## src/shared/vol_reset_pkg.sv

```systemverilog
// Constants, types and register map of the reset volume ramp block.
// Assumes an eight-bit control port map and one system clock.
package vol_reset_pkg;

  localparam int ADDR_W = 8;
  localparam int DATA_W = 8;
  localparam int VOL_W = 7;

  localparam logic [ADDR_W-1:0] ADDR_VOL_MIX = 8'h02;
  localparam logic [ADDR_W-1:0] ADDR_VOL_A = 8'h03;
  localparam logic [ADDR_W-1:0] ADDR_MODE3 = 8'h06;
  localparam logic [ADDR_W-1:0] ADDR_ID = 8'h07;

  localparam int SOFTZERO_LSB = 5;
  localparam int SOFTZERO_MSB = 6;
  localparam int RAMP_UP_BIT = 3;
  localparam int RAMP_DN_BIT = 2;
  localparam int ID_PART_LSB = 4;
  localparam int ID_PART_MSB = 7;
  localparam int ID_REV_MSB = 3;

  localparam logic [VOL_W-1:0] ATTEN_MAX = 7'h7f;
  localparam logic [VOL_W-1:0] VOL_RST = 7'h00;
  localparam logic [DATA_W-1:0] RDATA_NONE = 8'h00;

  typedef enum logic [1:0] {
    SZ_IMMEDIATE = 2'b00,
    SZ_ZERO = 2'b01,
    SZ_SOFT = 2'b10,
    SZ_SOFT_ZERO = 2'b11
  } softzero_t;

  localparam softzero_t SOFTZERO_RST = SZ_SOFT;

  typedef enum logic [1:0] {
    S_HELD = 2'b00,
    S_RAMP_UP = 2'b01,
    S_RUN = 2'b10,
    S_RAMP_DOWN = 2'b11
  } vstate_t;

  typedef struct packed {
    logic wr;
    logic [ADDR_W-1:0] addr;
    logic [DATA_W-1:0] wdata;
  } reg_req_t;

endpackage

```

## src/logic/atten_stepper.sv

```systemverilog
// Moves the effective attenuation toward a target under the soft/zero mode.
// Assumes tick and zero-crossing strobes come from logic on the same clock.
`timescale 1ns/1ps
module atten_stepper #(
  parameter int W = 7
) (
  input wire logic clk,
  input wire logic arst_n,
  input wire logic load,
  input wire logic [W-1:0] target,
  input wire logic [W-1:0] reset_val,
  input wire vol_reset_pkg::softzero_t mode,
  input wire logic tick,
  input wire logic zero,
  output logic [W-1:0] cur_q
);
  import vol_reset_pkg::*;

  logic jump;
  logic step;
  logic [W-1:0] one;

  assign one = W'(1);

  always_comb begin
    jump = load;
    step = 1'b0;
    case (mode)
      SZ_IMMEDIATE: jump = 1'b1;
      SZ_ZERO: jump = load | zero;
      SZ_SOFT: step = tick;
      SZ_SOFT_ZERO: step = tick & zero;
      default: jump = 1'b1;
    endcase
  end

  // Soft ramps move one 1 dB step per tick (per tick at a zero crossing in mode 11); otherwise the target is taken whole.
  always_ff @(posedge clk or negedge arst_n) begin
    if (!arst_n) begin
      cur_q <= {W{1'b1}};
    end else if (jump) begin
      cur_q <= target; // RQ8
    end else if (step && cur_q < target) begin
      cur_q <= cur_q + one; // RQ9
    end else if (step && cur_q > target) begin
      cur_q <= cur_q - one; // RQ9
    end
  end

  logic unused_rv;
  assign unused_rv = ^reset_val;

endmodule

```

## src/logic/reset_volume_ramp.sv

```systemverilog
// Volume behaviour around chip reset, with the mode registers and part_and_revision_id.
// Assumes a control port drives REG_REQ on CLK; tick and zero strobes share CLK.
// Summary of operation
// [RQ1] Ramp-up select 0: jump from max attenuation to programmed volume on release.
// [RQ2] Ramp-up select 1: ramp up to programmed volume using soft/zero field.
// [RQ3] Release behaviour is identical for pin reset and internal reset.
// [RQ4] Ramp-up select is bit 3, ramp-down select bit 2, of register 06h.
// [RQ5] Ramp-down select 0: jump from programmed volume to max attenuation at reset.
// [RQ6] Ramp-down select 1: ramp to max attenuation before reset takes effect.
// [RQ7] Register 07h is read-only: part code in 7:4, revision in 3:0.
// [RQ8] Field 00 immediate, 01 zero cross, 10 soft ramp default, 11 both.
// [RQ9] Attenuation moves in 1 dB steps from 0 to 127 dB.
// [RQ10] While reset is held the effective volume stays at max attenuation.
`timescale 1ns/1ps
module reset_volume_ramp #(
  parameter logic [3:0] PART_CODE = 4'h5, // Arbitrary value.
  parameter logic [3:0] REVISION = 4'h1
) (
  input wire logic CLK,
  input wire logic ARST_N,
  input wire vol_reset_pkg::reg_req_t REG_REQ,
  output logic [vol_reset_pkg::DATA_W-1:0] REG_RDATA,
  input wire logic RESET_PIN_N,
  input wire logic INT_RST_REQ,
  input wire logic RAMP_TICK,
  input wire logic ZERO_CROSS,
  output logic [vol_reset_pkg::VOL_W-1:0] EFF_ATTEN,
  output logic CORE_RST_N,
  output logic RAMP_BUSY
);
  import vol_reset_pkg::*;

  softzero_t softzero_q;
  logic [VOL_W-1:0] vol_q;
  logic ramp_up_after_reset_sel;
  logic ramp_down_before_reset_sel;
  logic pin_s1_q;
  logic pin_s2_q;
  logic pin_s3_q;
  logic pin_lvl_q;
  logic rst_req;
  vstate_t st_q;
  vstate_t st_d;
  logic load;
  logic [VOL_W-1:0] target;
  logic [VOL_W-1:0] eff_q;
  logic core_rst_n_q;
  logic busy_q;
  logic [DATA_W-1:0] rdata_q;

  // Register writes; only a power-on reset clears them so modes survive soft resets.
  always_ff @(posedge CLK or negedge ARST_N) begin
    if (!ARST_N) begin
      softzero_q <= SOFTZERO_RST;
      vol_q <= VOL_RST;
      ramp_up_after_reset_sel <= 1'b0;
      ramp_down_before_reset_sel <= 1'b0;
    end else if (REG_REQ.wr) begin
      case (REG_REQ.addr)
        ADDR_VOL_MIX: softzero_q <= softzero_t'(REG_REQ.wdata[SOFTZERO_MSB:SOFTZERO_LSB]);
        ADDR_VOL_A: vol_q <= REG_REQ.wdata[VOL_W-1:0];
        ADDR_MODE3: begin
          ramp_up_after_reset_sel <= REG_REQ.wdata[RAMP_UP_BIT]; // RQ4
          ramp_down_before_reset_sel <= REG_REQ.wdata[RAMP_DN_BIT]; // RQ4
        end
        default: begin
        end
      endcase
    end
  end

  // Registered read data; the ID register ignores writes and unmapped reads return zero.
  always_ff @(posedge CLK or negedge ARST_N) begin
    if (!ARST_N) begin
      rdata_q <= RDATA_NONE;
    end else begin
      rdata_q <= RDATA_NONE;
      case (REG_REQ.addr)
        ADDR_VOL_MIX: rdata_q[SOFTZERO_MSB:SOFTZERO_LSB] <= softzero_q;
        ADDR_VOL_A: rdata_q[VOL_W-1:0] <= vol_q;
        ADDR_MODE3: begin
          rdata_q[RAMP_UP_BIT] <= ramp_up_after_reset_sel;
          rdata_q[RAMP_DN_BIT] <= ramp_down_before_reset_sel;
        end
        ADDR_ID: begin
          rdata_q[ID_PART_MSB:ID_PART_LSB] <= PART_CODE; // RQ7
          rdata_q[ID_REV_MSB:0] <= REVISION; // RQ7
        end
        default: begin
        end
      endcase
    end
  end

  // Pin reset synchroniser; the filtered level moves only when stages two and three agree.
  always_ff @(posedge CLK or negedge ARST_N) begin
    if (!ARST_N) begin
      pin_s1_q <= 1'b0;
      pin_s2_q <= 1'b0;
      pin_s3_q <= 1'b0;
      pin_lvl_q <= 1'b0;
    end else begin
      pin_s1_q <= RESET_PIN_N;
      pin_s2_q <= pin_s1_q;
      pin_s3_q <= pin_s2_q;
      if (pin_s2_q == pin_s3_q) begin
        pin_lvl_q <= pin_s3_q;
      end
    end
  end

  assign rst_req = !pin_lvl_q || INT_RST_REQ; // RQ3

  always_comb begin
    st_d = st_q;
    case (st_q)
      S_HELD: begin
        if (!rst_req) begin
          st_d = S_RAMP_UP; // RQ3
        end
      end
      S_RUN, S_RAMP_UP: begin
        if (rst_req) begin
          st_d = ramp_down_before_reset_sel ? S_RAMP_DOWN : S_HELD; // RQ5 RQ6
        end else if (st_q == S_RAMP_UP && eff_q == vol_q) begin
          st_d = S_RUN;
        end
      end
      S_RAMP_DOWN: begin
        if (eff_q == ATTEN_MAX) begin
          st_d = S_HELD; // RQ6
        end
      end
      default: st_d = S_HELD;
    endcase
  end

  always_comb begin
    load = 1'b0;
    target = vol_q;
    case (st_q)
      S_HELD: begin
        load = 1'b1; // RQ10
        target = ATTEN_MAX; // RQ10
      end
      S_RAMP_UP: load = !ramp_up_after_reset_sel; // RQ1 RQ2
      S_RAMP_DOWN: target = ATTEN_MAX; // RQ6
      default: target = vol_q;
    endcase
  end

  always_ff @(posedge CLK or negedge ARST_N) begin
    if (!ARST_N) begin
      st_q <= S_HELD;
      core_rst_n_q <= 1'b0;
      busy_q <= 1'b0;
    end else begin
      st_q <= st_d;
      core_rst_n_q <= (st_d != S_HELD);
      busy_q <= (st_d == S_RAMP_UP) || (st_d == S_RAMP_DOWN);
    end
  end

  atten_stepper #(
    .W(VOL_W)
  ) u_stepper (
    .clk(CLK),
    .arst_n(ARST_N),
    .load(load),
    .target(target),
    .reset_val(ATTEN_MAX),
    .mode(softzero_q),
    .tick(RAMP_TICK),
    .zero(ZERO_CROSS),
    .cur_q(eff_q)
  );

  assign EFF_ATTEN = eff_q;
  assign CORE_RST_N = core_rst_n_q;
  assign RAMP_BUSY = busy_q;
  assign REG_RDATA = rdata_q;

  held_max_a: assert property (@(posedge CLK) disable iff (!ARST_N) // RQ10
    (st_q == S_HELD) |=> (eff_q == ATTEN_MAX))
    else $error("Volume not at max attenuation while reset held.");

  jump_up_a: assert property (@(posedge CLK) disable iff (!ARST_N) // RQ1
    (st_q == S_HELD && !rst_req && !ramp_up_after_reset_sel)
    |=> ##1 (eff_q == $past(vol_q)))
    else $error("Volume did not jump to setting on release.");

  ramp_step_a: assert property (@(posedge CLK) disable iff (!ARST_N) // RQ2
    (st_q == S_RAMP_UP && ramp_up_after_reset_sel && softzero_q == SZ_SOFT
     && eff_q > vol_q)
    |=> (eff_q == $past(eff_q) - 7'h01 || eff_q == $past(eff_q)))
    else $error("Ramp up moved by more than one step.");

  ramp_hold_a: assert property (@(posedge CLK) disable iff (!ARST_N) // RQ8
    (st_q != S_HELD && softzero_q == SZ_SOFT && !RAMP_TICK && !load)
    |=> $stable(eff_q))
    else $error("Soft ramp stepped without a tick.");

  zero_wait_a: assert property (@(posedge CLK) disable iff (!ARST_N) // RQ8
    (st_q == S_RAMP_DOWN && softzero_q == SZ_ZERO && !ZERO_CROSS) |=> $stable(eff_q))
    else $error("Zero cross mode changed volume without a crossing.");

  down_jump_a: assert property (@(posedge CLK) disable iff (!ARST_N) // RQ5
    (st_q == S_RUN && rst_req && !ramp_down_before_reset_sel)
    |=> (st_q == S_HELD && !CORE_RST_N) ##1 (eff_q == ATTEN_MAX))
    else $error("Reset without ramp did not jump to max attenuation.");

  down_ramp_a: assert property (@(posedge CLK) disable iff (!ARST_N) // RQ6
    (st_q == S_RUN && rst_req && ramp_down_before_reset_sel)
    |=> (st_q == S_RAMP_DOWN && CORE_RST_N))
    else $error("Reset took effect before ramp down.");

  pin_release_a: assert property (@(posedge CLK) disable iff (!ARST_N) // RQ3
    (st_q == S_HELD && pin_lvl_q && !$past(pin_lvl_q) && !INT_RST_REQ)
    |-> ##1 (st_q == S_RAMP_UP && CORE_RST_N))
    else $error("Pin reset release did not start the ramp-up phase.");

  id_read_a: assert property (@(posedge CLK) disable iff (!ARST_N) // RQ7
    (REG_REQ.addr == ADDR_ID) |=> (REG_RDATA == {PART_CODE, REVISION}))
    else $error("Part_and_revision_id read returned a wrong value.");

  ramp_up_done_c: cover property (@(posedge CLK) disable iff (!ARST_N)
    st_q == S_RAMP_UP && ramp_up_after_reset_sel ##1 st_q == S_RUN);

  ramp_down_done_c: cover property (@(posedge CLK) disable iff (!ARST_N)
    st_q == S_RAMP_DOWN ##1 st_q == S_HELD);

  id_read_c: cover property (@(posedge CLK) disable iff (!ARST_N)
    REG_REQ.addr == ADDR_ID && !REG_REQ.wr);

endmodule

```

## config.mk

```make
export PLATFORM = sky130hd
export DESIGN_NAME = reset_volume_ramp
export DESIGN_NICKNAME = d
export VERILOG_FILES = /design/src/shared/vol_reset_pkg.sv /design/src/logic/atten_stepper.sv /design/src/logic/reset_volume_ramp.sv
export SDC_FILE = /design/constraint.sdc
export NUM_CORES = 1
export LEC_CHECK = 0
export BUFFER_PORTS_ARGS = -buffer_cell sky130_fd_sc_hd__buf_2
export CAP_MARGIN = 10
export CORE_AREA = 2 2 58 73
export CTS_CLUSTER_SIZE = 16
export DETAILED_ROUTE_END_ITERATION = 16
export DIE_AREA = 0 0 60 75
export HOLD_SLACK_MARGIN = 0.1
export PLACE_DENSITY = 0.83
export SKIP_LAST_GASP = 1
export SYNTH_ARGS = -nofsm -noshare
export SYNTH_HDL_FRONTEND = slang
export SYNTH_HIERARCHICAL = 1
export SYNTH_SLANG_ARGS = --single-unit
```

## constraint.sdc

```tcl
create_clock -name CLK -period 5.3 [get_ports CLK]
set_input_delay 0 -clock CLK [delete_from_list [all_inputs] [get_ports CLK]]
set_output_delay 0 -clock CLK [all_outputs]
set_load 0.1 [all_outputs]
```

==> results.py, run 1 <==
metrics = {
    "status": {
        "status": "finished clean",
    },
    "sta": {
        "worstMarginPinSlew_ps": 734,
        "rsz0062_at_grt": "false",
        "fmax_mhz": 261,
        "setup_tns_ps": 0,
        "period_share": 0.723,
        "hold_ws_ps": 161,
        "setup_violations": 0,
        "skew_ps": 6.98,
        "min_period_ps": 3830,
        "maxSlewHeadroom": 0.509,
        "finalHoldViolCount": 0,
        "drv_slew": 0,
    },
    "final_layout": {
        "nets": 287,
        "syn_to_final_growth_pct": 24.0,
        "nFillCells": 286,
        "drive_gt1_frac": 0.301,
    },
    "worst_setup_path": {
        "end_kind": "register",
        "crit_required_ps": 5500,
        "startpoint_type": "register",
        "reg2reg_to": "u_stepper/cur_q[6]",
        "critical_path_arrival_ps": 4040,
        "r2r_setup_slack_ps": 1470,
        "worst-path-max-fanout": 10,
        "regToRegStartpoint": "RAMP_BUSY",
        "crit_type": "reg2reg",
        "reg2reg_depth": 15,
    },
    "place": {
        "hpwl_um": 3080,
        "gp_congestion": 0.849,
        "io_buffers": 37,
    },
    "cts": {
        "cts.sinks": 32,
        "cts_buffers": 5,
        "cts_max_level": 2,
        "cts_tree": "built",
        "cts_buffer_depth": 2,
        "root_buffer": "clkbuf_8",
        "insertion_delay_ps": 290,
        "clk_pin_slew_ps": 60,
    },
    "synthesis": {
        "syn_avg_cell_area_um2": 10.4,
        "yosysWarnings": 6,
        "synthesis.instances": 194,
        "synth_nets": 233,
        "netlist_area_um2": 2020,
    },
    "floorplan": {
        "die_h_um": 75,
        "rows": 25,
        "core-area_um2": 3780,
        "start_util": 0.534,
        "pin_count": 40,
        "die_w_um": 60,
        "die_area_um2": 4500,
    },
    "detailed_routing": {
        "dr_total_vias": 1650,
        "wl_per_cell_um": 15.4,
        "drt_iter0_drc": 118,
        "first_pass_iters": 4,
        "final_antenna_net_count": 0,
        "drt_wl_total_um": 4670,
        "post-route-drc-count": 0,
        "via_per_inst": 5.43,
    },
    "global_routing": {
        "grt_pass1_vias": 1678,
        "grt_pass1_wl_um": 7820,
        "grt_usage": 0.242,
        "antenna_found_initial": 1,
        "grt-ovfl-total": 0,
        "grt_max_degree": 33,
    },
    "worst_hold_path": {
        "hold_class": "in2reg",
        "hold_depth": 5,
        "min_from": "INT_RST_REQ",
        "min_to": "st_q[1]",
    },
    "job": {
        "drv_cap": 0,
    },
    "pwr": {
        "p_per_area_nw_per_um2": 507,
        "p_leak_nw": 1.18,
        "vdd_drop_max_v": 0.000244,
    },
}
[worst max-delay path, stage by stage (launching register included)]
cell and delay, ps:
dfrtp_1 420, inv_1 80, ha_1 420, nand2b_1 130, inv_1 70, ha_1 320
nor2b_1 140, a221oi_1 330, o211ai_2 280, fa_1 510, a211oi_1 290, o21bai_1 140
a21oi_2 210, xnor2_1 140, nor3_1 70, nor3_2 220
[what timing repair did]
item	4_1_cts	5_1_grt
resized for setup	0	0
endpoints found under the hold margin	42	0
setup buffers	0	0
hold buffers	15	0
[cells in the final DEF (no fill, tap or decap), types with 2 or more instances in the layout]
master and n:
a211o_1 3, a211oi_1 2, a21o_1 3, a21oi_1 4, a21oi_2 2, a22oi_1 2, a31oi_1 4, buf_2 37
clkbuf_8 5, dfrtp_1 24, dfstp_2 8, dlygate4sd3_1 15, ha_1 15, inv_1 10, mux2_2 12, nand2_1 12
nand2b_1 8, nand4_1 4, nand4b_1 2, nor2_1 19, nor2b_1 5, nor3_1 3, o211ai_1 4, o21ai_0 6
o21bai_1 4, o22ai_1 2, xnor2_1 9
[final cells by class]
| type | count | area (µm²) | area share |
|---|---|---|---|
| Timing Repair Buffer | 52 | 335 | 0.134 |
| Antenna cell | 1 | 2.50 | 0.000999 |
| Sequential cell | 32 | 811 | 0.324 |
| Clock buffer | 5 | 68.8 | 0.0275 |
| Tap cell | 54 | 67.6 | 0.0270 |
| Inverter | 10 | 37.5 | 0.0150 |
| Clock inverter | 3 | 42.5 | 0.0170 |
| Multi-Input combinational cell | 147 | 1140 | 0.455 |
[state kept, by name (all words and copies together), names as in the netlist]
name                        count
CORE_RST_N                      1
RAMP_BUSY                       1
REG_RDATA                       7
pin_lvl_q                       1
pin_s1_q                        1
pin_s2_q                        1
pin_s3_q                        1
ramp_down_before_reset_sel      1
ramp_up_after_reset_sel         1
softzero_q                      2
st_q                            1
u_stepper/cur_q                 7
vol_q                           7
[stage by stage]
step,utilization,power (mW),setup slack (ps),cells,area (µm²)
floorplan,-,0.906,1240,194,2020
global placement,0.592,1.01,1600,280,2240
detailed placement,0.592,1.03,1530,280,2240
CTS,0.661,1.27,1480,303,2500
global route,0.662,1.36,1160,304,2500
finish,0.662,1.27,1470,304,2500
[layer usage]
metal,share of wire,vias up,track usage
li1,-,808,-
met1,0.42,790,0.295
met2,0.51,36,0.394
met3,0.028,16,0.0378
met4,0.037,0,0.153
met5,0,-,0
[worst max-delay path by stage]
stage                         start                  to  slack [ps]  cells past startpoint
final                     RAMP_BUSY  u_stepper/cur_q[6]        1470                     15
after global routing      RAMP_BUSY  u_stepper/cur_q[6]        1160                     15
after CTS                 RAMP_BUSY  u_stepper/cur_q[6]        1480                     15
after detailed placement  RAMP_BUSY  u_stepper/cur_q[6]        1530                     15
after global placement    RAMP_BUSY  u_stepper/cur_q[6]        1600                     15
after floorplan           RAMP_BUSY  u_stepper/cur_q[6]        1240                     15
[report_power, final]
| group | internal (mW) | leakage, nW | switching (mW) | total (mW) |
|---|---|---|---|---|
| Combinational | 0.216 | 0.717 | 0.455 | 0.671 |
| Sequential | 0.301 | 0.406 | 0.0672 | 0.369 |
| Clock | 0.139 | 0.0541 | 0.0914 | 0.230 |
| Total | 0.656 | 1.18 | 0.614 | 1.27 |
No activity file was read; power rests on OpenSTA's default activity.
==> run 2, diff against run 1 <==
CORE_AREA = 2 2 60 77   (was 2 2 58 73)
DIE_AREA = 0 0 62 79   (was 0 0 60 75)
PLACE_DENSITY = 0.8   (was 0.83)
clock period = 3.4 ns   (was 5.3 ns; I/O delays follow)
==> run 2 against run 1 <==
Net effect: fmax is 19% higher; critical path depth is 1 higher; non-clock buffer count is 7 higher; design area is 7.3% higher; critical path type unchanged.
==> results.py, run 2 (synthesized netlist as in run 1, its figures left out) <==
metrics = {
    "worst_setup_path": {
        "reg2reg_depth": 16,
        "end_kind": "register",
        "critical_path_arrival_ps": 3440,
        "crit_required_ps": 3610,
        "cp.depth": 16,
        "critPathTopFamily": "compound AO/OA/AOI/OAI gates",
        "critical_path_buf_inv_count": 3,
        "crit_type": "reg2reg",
        "slowest_stage": "dfrtp_4",
        "startpoint_type": "register",
        "worst-path-max-fanout": 6,
        "worstPathCellList": "inv_4 -> ha_4 -> buf_6 -> nand2b_4 -> inv_2 -> ha_4 -> a211o_1 -> o211ai_1 -> o211ai_4 -> fa_2 -> a211oi_2 -> o21bai_1 -> a21oi_2 -> xnor2_1 -> nor3_2 -> nor3_2",
        "critical-path-max-stage-delay_ps": 510,
    },
    "worst_hold_path": {
        "hold_depth": 5,
        "hold_class": "in2reg",
    },
    "detailed_routing": {
        "drt_iter0_drc": 105,
        "dr_total_vias": 1719,
        "post-route-drc-count": 0,
        "drt_wl_total_um": 4720,
        "wl_per_cell_um": 15.0,
        "first_pass_iters": 4,
        "via_per_inst": 5.47,
        "final_antenna_net_count": 0,
    },
    "cts": {
        "cts_buffers": 5,
        "insertion_delay_ps": 290,
        "clk_pin_slew_ps": 70,
        "cts_tree": "built",
        "cts_buffer_depth": 2,
        "root_buffer": "clkbuf_8",
        "cts_max_level": 2,
        "cts.sinks": 32,
    },
    "final_layout": {
        "drive_gt1_frac": 0.395,
        "n_antenna_cell": 0,
        "final_cell_area_um2": 2690,
        "syn_to_final_growth_pct": 33.1,
        "nets": 294,
        "final_cell_mix": "37 x buf_2, 23 x dfrtp_1, 19 x nor2_1",
        "layout_commonest_cell": "buf_2",
        "final_cells": 314,
    },
    "sta": {
        "setup_tns_ps": 0,
        "worstMarginPinSlew_ps": 875,
        "rsz0062_at_grt": "true",
        "finalHoldViolCount": 0,
        "min_period_ps": 3230,
        "maxSlewHeadroom": 0.415,
        "setup_violations": 0,
        "drv_slew": 0,
        "fmax_mhz": 310,
        "period_share": 0.949,
        "skew_ps": 3.01,
        "hold_ws_ps": 173,
    },
    "global_routing": {
        "grt_pass1_wl_um": 7400,
        "grt_usage": 0.201,
        "antenna_found_initial": 0,
        "grt-ovfl-total": 0,
        "grt_pass1_vias": 1645,
        "grt_max_degree": 33,
    },
    "job": {
        "drv_cap": 0,
    },
    "place": {
        "placed_area_um2": 2300,
        "gp_congestion": 0.801,
        "place_inst": 285,
        "hpwl_um": 3200,
        "io_buffers": 37,
    },
    "floorplan": {
        "die_area_um2": 4900,
        "core-area_um2": 4220,
        "start_util": 0.478,
        "pin_count": 40,
        "die_w_um": 62,
        "rows": 27,
        "die_h_um": 79,
    },
    "pwr": {
        "vdd_drop_max_v": 0.000611,
        "p_per_area_nw_per_um2": 817,
        "p_leak_nw": 1.21,
        "total_power_mw": 2.20,
    },
    "status": {
        "status": "finished clean",
    },
}
[run 2: changes by cell type in the layout (fill, tap and decap cells not counted), sizes merged]
cell / change
diode: -1
buf: +7
[run 2: cell type report]
type	instances	area, µm²
multi-input cells	147	1260
inverters	10	40.0
well taps	58	72.6
flip-flops and latches	32	815
fillers	330	1540
clock inverters	3	42.5
clock buffers	5	68.8
repair buffers	59	392
[run 2: per-layer routing]
layer	share of wire	wire length [µm]	vias to the layer above	global-route usage
met5	0	0	-	0
li1	-	-	821	-
met2	0.53	2480	42	0.340
met3	0.031	146	9	0.0309
met4	0.021	100	0	0.0851
met1	0.42	1990	847	0.245
[run 2: what timing repair did]
| item | in CTS | in global routing |
|---|---|---|
| setup buffers | 0 | 6 |
| endpoints found under the setup margin | 0 | 2 |
| hold buffers | 15 | 0 |
| gates resized for setup | 0 | 18 |
| endpoints found under the hold margin | 42 | 0 |
[run 2: per-stage QoR]
stage               utilization  worst slack, ps
detailed placement        0.544             39.7
finish                    0.636              173
global placement          0.544              114
CTS                       0.606             14.0
global route              0.636            -23.5
floorplan                     -             8.73
[run 2: worst paths after layout]
check	startpoint	endpoint	slack, ps
max	RAMP_BUSY	u_stepper/cur_q[6]	170
min	INT_RST_REQ	st_q[1]	170
max reg2reg	RAMP_BUSY	u_stepper/cur_q[6]	170
min reg2reg	pin_s1_q	pin_s2_q	360
min in group asynchronous	ARST_N	REG_RDATA[6]	290
max in group asynchronous	ARST_N	RAMP_BUSY	2590
[run 2: power breakdown]
group | internal, mW | leakage, nW | total (mW) | switching [mW]
Combinational | 0.455 | 0.753 | 1.24 | 0.783
Sequential | 0.474 | 0.404 | 0.594 | 0.121
Clock | 0.217 | 0.0541 | 0.364 | 0.147
[run 2: worst min-delay path: stages]
cell     delay (ps)
buf_2            70
nor2b_1          70
nand2_1          70
o21ai_0          90
nor2_1          110
==> run 3, diff against run 2 <==
CELL_PAD_IN_SITES_DETAIL_PLACEMENT = 0   (was unset)
CELL_PAD_IN_SITES_GLOBAL_PLACEMENT = 1   (was unset)
CORE_AREA = 2 2 69 87   (was 2 2 60 77)
DIE_AREA = 0 0 71 89   (was 0 0 62 79)
PLACE_DENSITY = 0.79   (was 0.8)
==> run 3 against run 2 <==
Net effect: via count shrank 3.6%; die area increased by 29%; largest power group unchanged; critical path depth fell by 1.
==> results.py, run 3 (synthesized netlist as in run 1, its figures left out) <==
metrics = {
    "detailed_routing": {
        "via_per_inst": 5.16,
        "dr_total_vias": 1657,
        "final_antenna_net_count": 0,
        "drt_iter0_drc": 86,
        "post-route-drc-count": 0,
        "wl_per_cell_um": 14.6,
        "drt_wl_total_um": 4690,
        "first_pass_iters": 4,
    },
    "final_layout": {
        "syn_to_final_growth_pct": 31.2,
        "drive_gt1_frac": 0.366,
        "final_cell_mix": "37 x buf_2, 23 x dfrtp_1, 19 x nor2_1",
        "nFillCells": 524,
        "nets": 295,
        "layout_commonest_cell": "buf_2",
        "n_antenna_cell": 0,
        "final_cells": 321,
    },
    "status": {
        "status": "finished clean",
    },
    "pwr": {
        "vdd_drop_max_v": 0.000338,
        "p_per_area_nw_per_um2": 804,
        "p_leak_nw": 1.22,
        "total_power_mw": 2.13,
    },
    "worst_setup_path": {
        "crit_type": "reg2reg",
        "startpoint_type": "register",
        "crit_start": "RAMP_BUSY",
        "critical_path_arrival_ps": 3430,
        "end_kind": "register",
        "worst-path-max-fanout": 8,
        "reg2reg_depth": 15,
        "regToRegStartpoint": "RAMP_BUSY",
        "crit_required_ps": 3610,
    },
    "place": {
        "io_buffers": 37,
        "gp_congestion": 0.752,
        "hpwl_um": 3450,
        "place_inst": 294,
    },
    "floorplan": {
        "pin_count": 40,
        "die_h_um": 89,
        "die_w_um": 71,
        "start_util": 0.371,
        "die_area_um2": 6320,
        "core-area_um2": 5440,
        "rows": 30,
    },
    "global_routing": {
        "grt_pass1_wl_um": 7820,
        "antenna_found_initial": 0,
        "grt_pass1_vias": 1574,
        "grt-ovfl-total": 0,
        "grt_usage": 0.161,
        "grt_max_degree": 33,
    },
    "cts": {
        "insertion_delay_ps": 290,
        "root_buffer": "clkbuf_8",
        "cts_max_level": 2,
        "cts_buffers": 5,
        "clk_pin_slew_ps": 70,
        "cts_buffer_depth": 2,
        "cts.sinks": 32,
        "cts_tree": "built",
    },
    "worst_hold_path": {
        "hold_class": "in2reg",
        "hold_depth": 3,
        "min_from": "REG_REQ[16]",
    },
    "sta": {
        "min_period_ps": 3210,
        "drv_slew": 0,
        "worstMarginPinSlew_ps": 802,
        "maxSlewHeadroom": 0.464,
        "fmax_mhz": 311,
        "finalHoldViolCount": 0,
        "skew_ps": 4.95,
        "setup_violations": 0,
        "period_share": 0.945,
    },
    "job": {
        "drv_cap": 0,
    },
}
==> run 3: cell types whose count changed in the layout (fill, tap and decap cells not counted), sizes merged <==
cell         change
dlygate4sd3      -1
buf              +2
==> run 3: critical path, stage by stage (launching register included) <==
cell and delay [ps]:
dfrtp_4 490, inv_4 70, ha_4 220, nand2b_4 80, inv_1 40, ha_1 280, a211o_1 260, o211ai_1 90
o211ai_2 200, fa_2 430, a211oi_4 280, o21bai_1 110, a21oi_2 210, or2_1 150, a21oi_2 60, nor3_2 170
==> run 3: final timing paths <==
kind / to / slack [ps]
max: u_stepper/cur_q[6] / 190
max reg2reg: u_stepper/cur_q[6] / 190
min: ramp_up_after_reset_sel / 160
min in group asynchronous: REG_RDATA[5] / 290
max in group asynchronous: RAMP_BUSY / 2570
min reg2reg: pin_s2_q / 370
==> run 3: through the flow <==
step | setup TNS [ps] | setup WS [ps] | cell area (µm²) | util | hold WS, ps
3_3_place_gp | 0 | 124 | 2330 | 0.427 | 81.0
5_1_grt | -8.25 | -8.25 | 2650 | 0.487 | 184
4_1_cts | 0 | 26.4 | 2580 | 0.474 | 156
2_1_floorplan | 0 | 8.73 | 2060 | - | -296
6_report | 0 | 187 | 2650 | 0.487 | 159
3_5_place_dp | 0 | 55.5 | 2330 | 0.427 | 101
==> run 3: cell type report <==
class                           count  area (µm²)  area share
Timing Repair Buffer               60         397       0.150
Clock inverter                      3        42.5      0.0161
Sequential cell                    32         815       0.308
Inverter                           10        40.0      0.0151
Clock buffer                        5        68.8      0.0260
Tap cell                           64        80.1      0.0302
Multi-Input combinational cell    147        1210       0.455
==> run 3: layer usage <==
layer,share of wire,vias up,global-route usage
li1,-,823,-
met4,0.028,0,0.0806
met2,0.50,35,0.262
met3,0.032,10,0.0327
met5,0,-,0
met1,0.44,789,0.205
==> run 3: power by group <==
group	total [mW]	internal (mW)	switching [mW]
logic	1.19	0.430	0.764
registers	0.571	0.473	0.0981
clock network	0.365	0.217	0.148
==> run 3: timing repair <==
action,in CTS,in global routing
buffers inserted,0,5
setup endpoints to repair,0,2
endpoints found under the hold margin,42,0
resized for setup,0,6
hold buffers,14,0
